## src/pkg/rcsr_pkg.sv

```systemverilog
// Package with register map, field positions, reset values and carrier types.
package rcsr_pkg;

    localparam logic [7:0] OFS_CTRL_CAUSE = 8'h24;
    localparam logic [7:0] OFS_AHB_RESET = 8'h28;
    localparam logic [7:0] OFS_PLL_DIV = 8'h2c;
    localparam logic [7:0] OFS_KERNEL_SEL = 8'h30;

    localparam int POS_OSC_ON = 0;
    localparam int POS_OSC_STABLE = 1;
    localparam int POS_CORE_RST = 23;
    localparam int POS_CAUSE_CLEAR = 24;
    localparam int POS_OPTION_RST = 25;
    localparam int POS_PIN_RST = 26;
    localparam int POS_POWER_RST = 27;
    localparam int POS_SOFT_RST = 28;
    localparam int POS_IWDG_RST = 29;
    localparam int POS_WWDG_RST = 30;
    localparam int POS_LOWPWR_RST = 31;

    // Writable bit masks per register.
    localparam logic [31:0] MASK_CTRL = 32'h0000_0001;
    localparam logic [31:0] MASK_AHB = 32'h015e_0000;
    localparam logic [31:0] MASK_PLL = 32'h0000_000f;
    localparam logic [31:0] MASK_KSEL = 32'h0000_0153;

    localparam logic [31:0] RESET_ZERO = 32'h0000_0000;
    localparam logic [7:0] CAUSE_NONE = 8'h00;

    // Wait cycles inserted on a control/status access, alone or right behind another one.
    localparam logic [1:0] CTRL_WAIT_BACK_TO_BACK = 2'h3;
    localparam logic [1:0] CTRL_WAIT_SINGLE = 2'h1;

    // Hardware reset-cause events, one bit per cause, bit 0 is the core domain.
    typedef struct packed {
        logic low_power;
        logic window_watchdog;
        logic independent_watchdog;
        logic software;
        logic power_up_down;
        logic external_pin;
        logic option_load;
        logic core_domain;
    } rcsr_cause_t;

    // Clock configuration driven out to the clock tree.
    typedef struct packed {
        logic slow_internal_osc_on;
        logic [3:0] pll_input_divider;
        logic [1:0] serial_port_kernel_clock_choice;
        logic two_wire_kernel_clock_choice;
        logic consumer_control_clock_choice;
        logic converter_clock_choice;
    } rcsr_clk_cfg_t;

    // Peripheral hold-in-reset outputs.
    typedef struct packed {
        logic touch_ctrl_hold_reset;
        logic port_f_hold_reset;
        logic port_d_hold_reset;
        logic port_c_hold_reset;
        logic port_b_hold_reset;
        logic port_a_hold_reset;
    } rcsr_periph_rst_t;

endpackage

```

## src/logic/rcsr_regs.sv

```systemverilog
// Reset-cause, peripheral reset and kernel clock select registers on AHB-Lite.
// What this block does
// - Bit 0 of control/status switches the slow internal oscillator on or off.
// - Bit 1 reads back whether the slow internal oscillator is stable.
// - System reset clears control bits; cause flags survive until power reset or clear.
// - Writing 1 to bit 24 clears all cause flags; writing 0 does nothing.
// - Bit 23 records a core domain reset, cleared by the clear bit.
// - Bit 25 records an option load reset, cleared by the clear bit.
// - Bit 26 records an external pin reset, cleared by the clear bit.
// - Bit 27 records a power-up or power-down reset, cleared by the clear bit.
// - Bit 28 records a software system reset, cleared by the clear bit.
// - Bit 29 records an independent watchdog reset, cleared by the clear bit.
// - Bit 30 records a window watchdog reset, cleared by the clear bit.
// - Bit 31 records a low-power management reset, cleared by the clear bit.
// - PLL input divider field divides by value plus one.
// - Bits 1:0 of kernel select pick the serial port clock, reset 00.
// - Bit 4 picks the two-wire kernel clock, reset 0.
// - Bit 6 picks the consumer control clock, fast osc/244 or PLL.
// - Control/status takes any width with 1 wait, 3 when back to back.
// - Other three registers take any width with no wait.
//
// Bus timing, as seen from the master.
// A transfer is taken on the rising edge at which hsel, hready and htrans[1] are all high.
// The three fast registers answer with hreadyout high on the next edge, so their data
// phase has no wait state and a write lands on the edge that ends it.
// The control/status register answers after one wait state when reached from idle or from
// another register, and after three when the previous transfer also went to it with no
// idle cycle between; a small counter holds the wait states still to come.
// Read data is captured when the address phase is taken, and the status word is taken
// again on the last wait so that a flag raised during the waits is not missed.
// Unmapped offsets read zero, ignore writes and still answer OKAY.
//
// Reset domains.
// The system reset clears the bus state, the enable bit and every configuration field.
// The reset-cause flags sit on their own power-reset input and are untouched by the
// system reset, so software can still read why the part restarted.
// Whoever drives the cause inputs pulses the power-up event after power reset.
//
// Limitations.
// The ready flag is registered once, so it follows the oscillator one cycle late.
// The converter clock choice bit stays writable; software is expected to leave it at zero.
// There is no interrupt output; software polls the flags.
//
// Local design decision: the AHB-Lite register port.
module rcsr_regs (
    input wire logic clk_sys,
    input wire logic reset_n,
    input wire logic power_reset_n,
    input wire logic hsel,
    input wire logic [31:0] haddr,
    input wire logic [1:0] htrans,
    input wire logic hwrite,
    input wire logic [2:0] hsize,
    input wire logic [31:0] hwdata,
    input wire logic hready,
    output logic hreadyout,
    output logic hresp,
    output logic [31:0] hrdata,
    input wire logic slow_internal_osc_stable,
    input wire rcsr_pkg::rcsr_cause_t cause_event,
    output rcsr_pkg::rcsr_clk_cfg_t clk_cfg,
    output rcsr_pkg::rcsr_periph_rst_t periph_rst
);
    import rcsr_pkg::*;

    // State that system reset clears, except ready, which it raises; stable_q is kept apart.
    // Bus phase, wait counter, read data and the four registers.
    typedef struct packed {
        logic dphase;
        logic dwrite;
        logic [7:0] daddr;
        logic [3:0] dbe;
        logic [1:0] wait_cnt;
        logic last_was_ctrl;
        logic [31:0] rdata;
        logic rdy;
        logic [31:0] ctrl;
        logic [31:0] ahb;
        logic [31:0] pll;
        logic [31:0] ksel;
    } rcsr_state_t;

    rcsr_state_t s_q;
    rcsr_state_t s_d;
    // Cause flags live on the power-reset domain only.
    logic [7:0] cause_q;
    logic [7:0] cause_d;
    logic stable_q;

    logic addr_take;
    logic [3:0] be;
    logic [31:0] wmask;
    logic [31:0] ctrl_read;
    logic clear_req;

    // Address phase is taken when selected, ready and the transfer is not idle or busy.
    assign addr_take = hsel && hready && htrans[1];

    // Byte lanes from size and low address bits.
    // Halfword and byte accesses touch only their own lanes; reserved bits drop out later.
    always_comb begin
        be = 4'h0;
        unique case (hsize)
            3'h0: be = 4'h1 << haddr[1:0];
            3'h1: be = haddr[1] ? 4'hc : 4'h3;
            default: be = 4'hf;
        endcase
    end

    // Per-bit write mask built from the lanes latched in the address phase.
    assign wmask = {{8{s_q.dbe[3]}}, {8{s_q.dbe[2]}}, {8{s_q.dbe[1]}}, {8{s_q.dbe[0]}}};
    // Clear takes effect when its lane is written with a one.
    assign clear_req = s_q.dphase && s_q.dwrite && (s_q.wait_cnt == 2'h0)
        && (s_q.daddr == OFS_CTRL_CAUSE) && s_q.dbe[3] && hwdata[POS_CAUSE_CLEAR];

    // Status readback composes the oscillator state and the cause flags.
    assign ctrl_read = {cause_q[7:1], 1'b0, cause_q[0], 21'h0, stable_q,
        s_q.ctrl[POS_OSC_ON]};

    // Bus and register next-state logic.
    // The data phase counts down its waits, then ends and lands a pending write.
    // A new address phase may be taken on the same edge that ends the old data phase,
    // which is what makes two status accesses in a row back to back.
    always_comb begin
        s_d = s_q;
        if (s_q.dphase && s_q.wait_cnt != 2'h0) begin
            s_d.wait_cnt = s_q.wait_cnt - 2'h1;
        end else if (s_q.dphase) begin
            s_d.dphase = 1'b0;
            s_d.rdy = 1'b1;
            if (s_q.dwrite) begin
                unique case (s_q.daddr)
                    OFS_CTRL_CAUSE: s_d.ctrl = (s_q.ctrl & ~(wmask & MASK_CTRL))
                        | (hwdata & wmask & MASK_CTRL);
                    OFS_AHB_RESET: s_d.ahb = (s_q.ahb & ~(wmask & MASK_AHB))
                        | (hwdata & wmask & MASK_AHB);
                    OFS_PLL_DIV: s_d.pll = (s_q.pll & ~(wmask & MASK_PLL))
                        | (hwdata & wmask & MASK_PLL);
                    OFS_KERNEL_SEL: s_d.ksel = (s_q.ksel & ~(wmask & MASK_KSEL))
                        | (hwdata & wmask & MASK_KSEL);
                    default: ;
                endcase
            end
        end
        if (addr_take && s_d.rdy) begin
            s_d.dphase = 1'b1;
            s_d.dwrite = hwrite;
            s_d.daddr = {haddr[7:2], 2'b00};
            s_d.dbe = be;
            s_d.last_was_ctrl = ({haddr[7:2], 2'b00} == OFS_CTRL_CAUSE);
            if ({haddr[7:2], 2'b00} == OFS_CTRL_CAUSE) begin
                s_d.wait_cnt = s_q.last_was_ctrl ? CTRL_WAIT_BACK_TO_BACK
                    : CTRL_WAIT_SINGLE;
                s_d.rdy = 1'b0;
            end else begin
                s_d.wait_cnt = 2'h0;
                s_d.rdy = 1'b1;
            end
            unique case ({haddr[7:2], 2'b00})
                OFS_CTRL_CAUSE: s_d.rdata = ctrl_read;
                OFS_AHB_RESET: s_d.rdata = s_q.ahb;
                OFS_PLL_DIV: s_d.rdata = s_q.pll;
                OFS_KERNEL_SEL: s_d.rdata = s_q.ksel;
                default: s_d.rdata = RESET_ZERO;
            endcase
        end else if (!addr_take && !s_d.dphase) begin
            s_d.last_was_ctrl = 1'b0;
        end
        // Refresh status data on the last wait so the freshest flags are returned.
        if (s_q.dphase && s_q.wait_cnt == 2'h1 && s_q.daddr == OFS_CTRL_CAUSE) begin
            s_d.rdata = ctrl_read;
            s_d.rdy = 1'b1;
        end
    end

    // System reset clears all non-flag state.
    // Ready output comes up high so the bus is never stalled out of reset.
    always_ff @(posedge clk_sys) begin
        if (!reset_n) begin
            s_q <= '{rdy: 1'b1, default: '0};
            stable_q <= 1'b0;
        end else begin
            s_q <= s_d;
            stable_q <= slow_internal_osc_stable;
        end
    end

    // Cause flags: a new event wins over a clear in the same cycle.
    // A clear meeting an event drops the older flags but keeps the new one.
    always_comb begin
        cause_d = cause_q;
        if (clear_req) begin
            cause_d = CAUSE_NONE;
        end
        cause_d = cause_d | cause_event;
    end

    // Of the two resets only power reset clears the flags; the power-up event is then pulsed from outside.
    always_ff @(posedge clk_sys) begin
        if (!power_reset_n) begin
            cause_q <= CAUSE_NONE;
        end else begin
            cause_q <= cause_d;
        end
    end

    // Outputs straight from flip-flops.
    // Nothing combinational sits between the register state and the pins.
    assign hreadyout = s_q.rdy;
    assign hresp = 1'b0;
    assign hrdata = s_q.rdata;
    assign clk_cfg = '{slow_internal_osc_on: s_q.ctrl[POS_OSC_ON],
        pll_input_divider: s_q.pll[3:0],
        serial_port_kernel_clock_choice: s_q.ksel[1:0],
        two_wire_kernel_clock_choice: s_q.ksel[4],
        consumer_control_clock_choice: s_q.ksel[6],
        converter_clock_choice: s_q.ksel[8]};
    // Hold-in-reset outputs, one register bit per peripheral.
    assign periph_rst = '{touch_ctrl_hold_reset: s_q.ahb[24],
        port_f_hold_reset: s_q.ahb[22],
        port_d_hold_reset: s_q.ahb[20],
        port_c_hold_reset: s_q.ahb[19],
        port_b_hold_reset: s_q.ahb[18],
        port_a_hold_reset: s_q.ahb[17]};
endmodule

```

## config.mk

```make
export PLATFORM = sky130hd
export DESIGN_NAME = rcsr_regs
export DESIGN_NICKNAME = d
export VERILOG_FILES = /design/src/pkg/rcsr_pkg.sv /design/src/logic/rcsr_regs.sv
export SDC_FILE = /design/constraint.sdc
export NUM_CORES = 1
export LEC_CHECK = 0
export BUFFER_PORTS_ARGS = -buffer_cell sky130_fd_sc_hd__buf_2
export CAP_MARGIN = 5
export CORE_MARGIN = 8
export CORE_UTILIZATION = 45
export DETAILED_ROUTE_END_ITERATION = 16
export PLACE_DENSITY = 0.76
export SYNTH_ARGS = -nofsm -noshare
export SYNTH_HDL_FRONTEND = slang
export SYNTH_SLANG_ARGS = --single-unit
```

## constraint.sdc

```tcl
create_clock -name clk_sys -period 3.9 [get_ports clk_sys]
set_input_delay 0.975 -clock clk_sys [delete_from_list [all_inputs] [get_ports clk_sys]]
set_output_delay 0.975 -clock clk_sys [all_outputs]
set_load 0.01 [all_outputs]
```

==> qor.yml <==
wl_um: 6910
finalHoldViolations: 0
setup_tns_ps: 0
wl_per_cell_um: 15.7
whs_ps: 451
fin_skew_ps: 4.67
hp-class: "flop to flop"
max_stage_delay_ps: 910
status: "finished, final reports clean"
cts_tree: "yes"
grt_max_degree: 28
grt_pass1_vias: 2327
tightestPinTransition_ps: 1020
p_leak_nw: 1.37
syn_area_mm2: 0.00291
start_util: 0.462
nets: 445
ys_seq_area_frac: 0.426
grt_first_pass_wirelength_um: 10700
clk_path_buf_depth: 2
die_w_um: 96.5
cts_buffers: 9
powerDensity_mw_per_mm2: 395
setup_viol: 0
synth_enable_flop_cells: 0
io_buffers: 77
cts.repair.resized: 0
worst_ep_arrival_time_ps: 2860
post-route-util: 0.509
rsz0062_at_grt: "false"
via_per_inst: 5.20
syn2layout_area_growth_pct: 10.3
place_hpwl_um: 5180
path_clk_slew_ps: 60
cp.required_ps: 4130
slew_headroom: 0.313
placed_cell_area_mm2: 0.00302
core_area_mm2: 0.00631
drt_first_iter_violations: 112
cp_top_family: "compound AO/OA/AOI/OAI gates"
htreeDepth: 3
max_freq_ghz: 0.381
period_minus_slack_ps: 2630
grt_usage: 0.152
vias: 2284
ys_types: 42
clockRootBuffer: "clkbuf_8"
min_period_over_period: 0.674
synth_area_per_cell_um2: 8.99
die_area_mm2: 0.00931
antenna_found_initial: 0
row_count: 29
cts_hold_buffers: 0
firstDrtPassIters: 4
cp_max_fo: 13
synth_ff_type: "dfxtp_1"
gp_congestion: 0.809
drtAntennaViolNets: 0
post-route-cell-area_mm2: 0.00321
cts_setup_buffers: 0
cp-start-kind: "flop"
timing.max_cap.violations: 0
netlist_instances: 324
cp_cell_sequence: "or3b_1 > o31ai_2 > nor2_1 > a32o_1"
antenna_cells: 0
critPathBufInv: 0
num_io_pins: 134
overflow: 0
ir_drop_uv: 275
drive_gt1_frac: 0.276
yosysWarnings: 0
clock_latency_ps: 340
cts_sinks: 62
post-route-drc-count: 0
synthArstFlopShare: 0
slew_violations: 0
cp_slowest_cell: "o31ai_2"
die_height_um: 96.5
crit_type: "flop to flop"
end_kind: "flop"
synth-seq-cells: 62
[routing by layer]
layer  vias up  routed length, um  global-route usage
met3         5                734              0.0842
met1      1057               2840               0.156
met4         0                 63              0.0479
met2        75               3270               0.256
met5         -                  0                   0
li1       1147                  -                   -
[synth_stat cells (2+ instances only)]
cell type / number / area share
a21oi_1: 20 / 0.034
a22oi_1: 6 / 0.015
a31oi_1: 3 / 0.0064
a32o_1: 8 / 0.027
and2_1: 2 / 0.0043
buf_4: 49 / 0.13
clkbuf_1: 14 / 0.018
dfxtp_1: 62 / 0.43
ha_1: 2 / 0.0086
inv_1: 6 / 0.0077
mux2i_1: 16 / 0.055
nand2_1: 26 / 0.033
nand2b_1: 2 / 0.0043
nand3_1: 8 / 0.014
nand3b_1: 2 / 0.0052
nand4_1: 5 / 0.011
nor2_1: 27 / 0.035
nor2b_1: 2 / 0.0043
nor3_1: 8 / 0.014
nor3b_1: 2 / 0.0052
nor4_4: 2 / 0.015
o2111ai_1: 2 / 0.0060
o21a_1: 18 / 0.046
o21ai_0: 7 / 0.012
o21bai_1: 4 / 0.010
o31ai_1: 2 / 0.0052
or3_1: 2 / 0.0043
or3b_1: 2 / 0.0060
or3b_2: 2 / 0.0060
[layout make-up]
class,instances,area (um2)
inverter,7,26.3
fill,637,3100
sequential,62,1240
multi-input combinational,201,1260
clock buffer,14,193
tap,77,96.3
timing repair buffer,78,393
[report_power, final]
part / switching, mW / total (mW) / internal (mW)
Sequential: 0.00778 / 0.653 / 0.645
Combinational: 0.0486 / 0.0803 / 0.0317
Clock: 0.227 / 0.537 / 0.311
[cell usage in the layout (no fill, tap or decap), drive strengths merged, types with 2 or more instances in the layout]
master / n
nand3: 8
or3: 2
o31ai: 2
clkbuf: 14
inv: 6
nor2: 27
a22oi: 6
a31oi: 3
nand3b: 2
nand4: 5
or3b: 4
nor2b: 2
nor4: 4
o2111ai: 2
o21bai: 4
a21oi: 20
buf: 78
nor3: 8
nor3b: 2
ha: 2
nand2b: 2
o21ai: 7
dfxtp: 62
and2: 2
o21a: 18
mux2i: 16
a32o: 8
conb: 12
nand2: 26
[cells by family (layout without fill, tap and decap cells)]
logic type | Yosys count | count (layout) | share of synthesized area
simple gates | 98 | 98 | 0.178
compound gates | 72 | 72 | 0.172
buf+inv | 72 | 99 | 0.156
flops | 62 | 62 | 0.426
mux | 16 | 16 | 0.0550
fa+ha+maj | 2 | 2 | 0.00859
other cells | 1 | 12 | 0.00129
xor+xnor | 1 | 1 | 0.00301
[worst paths after layout]
check | start | end | slack (ps) | cells past startpoint
worst min register to register | hrdata[4] | hrdata[4] | 450 | 2
worst max-delay path | s_q[177] | hrdata[25] | 1270 | 4
worst max register to register | s_q[177] | hrdata[25] | 1270 | 4
worst min-delay path | hrdata[4] | hrdata[4] | 450 | 2
[per-stage QoR]
step	cells	setup WS [ps]	total power, mW
6_report	439	1270	1.27
5_1_grt	439	1050	1.32
4_1_cts	439	1240	1.29
3_5_place_dp	425	972	0.747
3_3_place_gp	425	982	0.744
2_1_floorplan	335	1480	0.722
[worst register-to-register path: stages, from the launching register on]
cell	delay, ps
dfxtp_1	370
or3b_1	530
o31ai_2	910
nor2_1	400
a32o_1	310
Power figures use the tool's default switching activity.
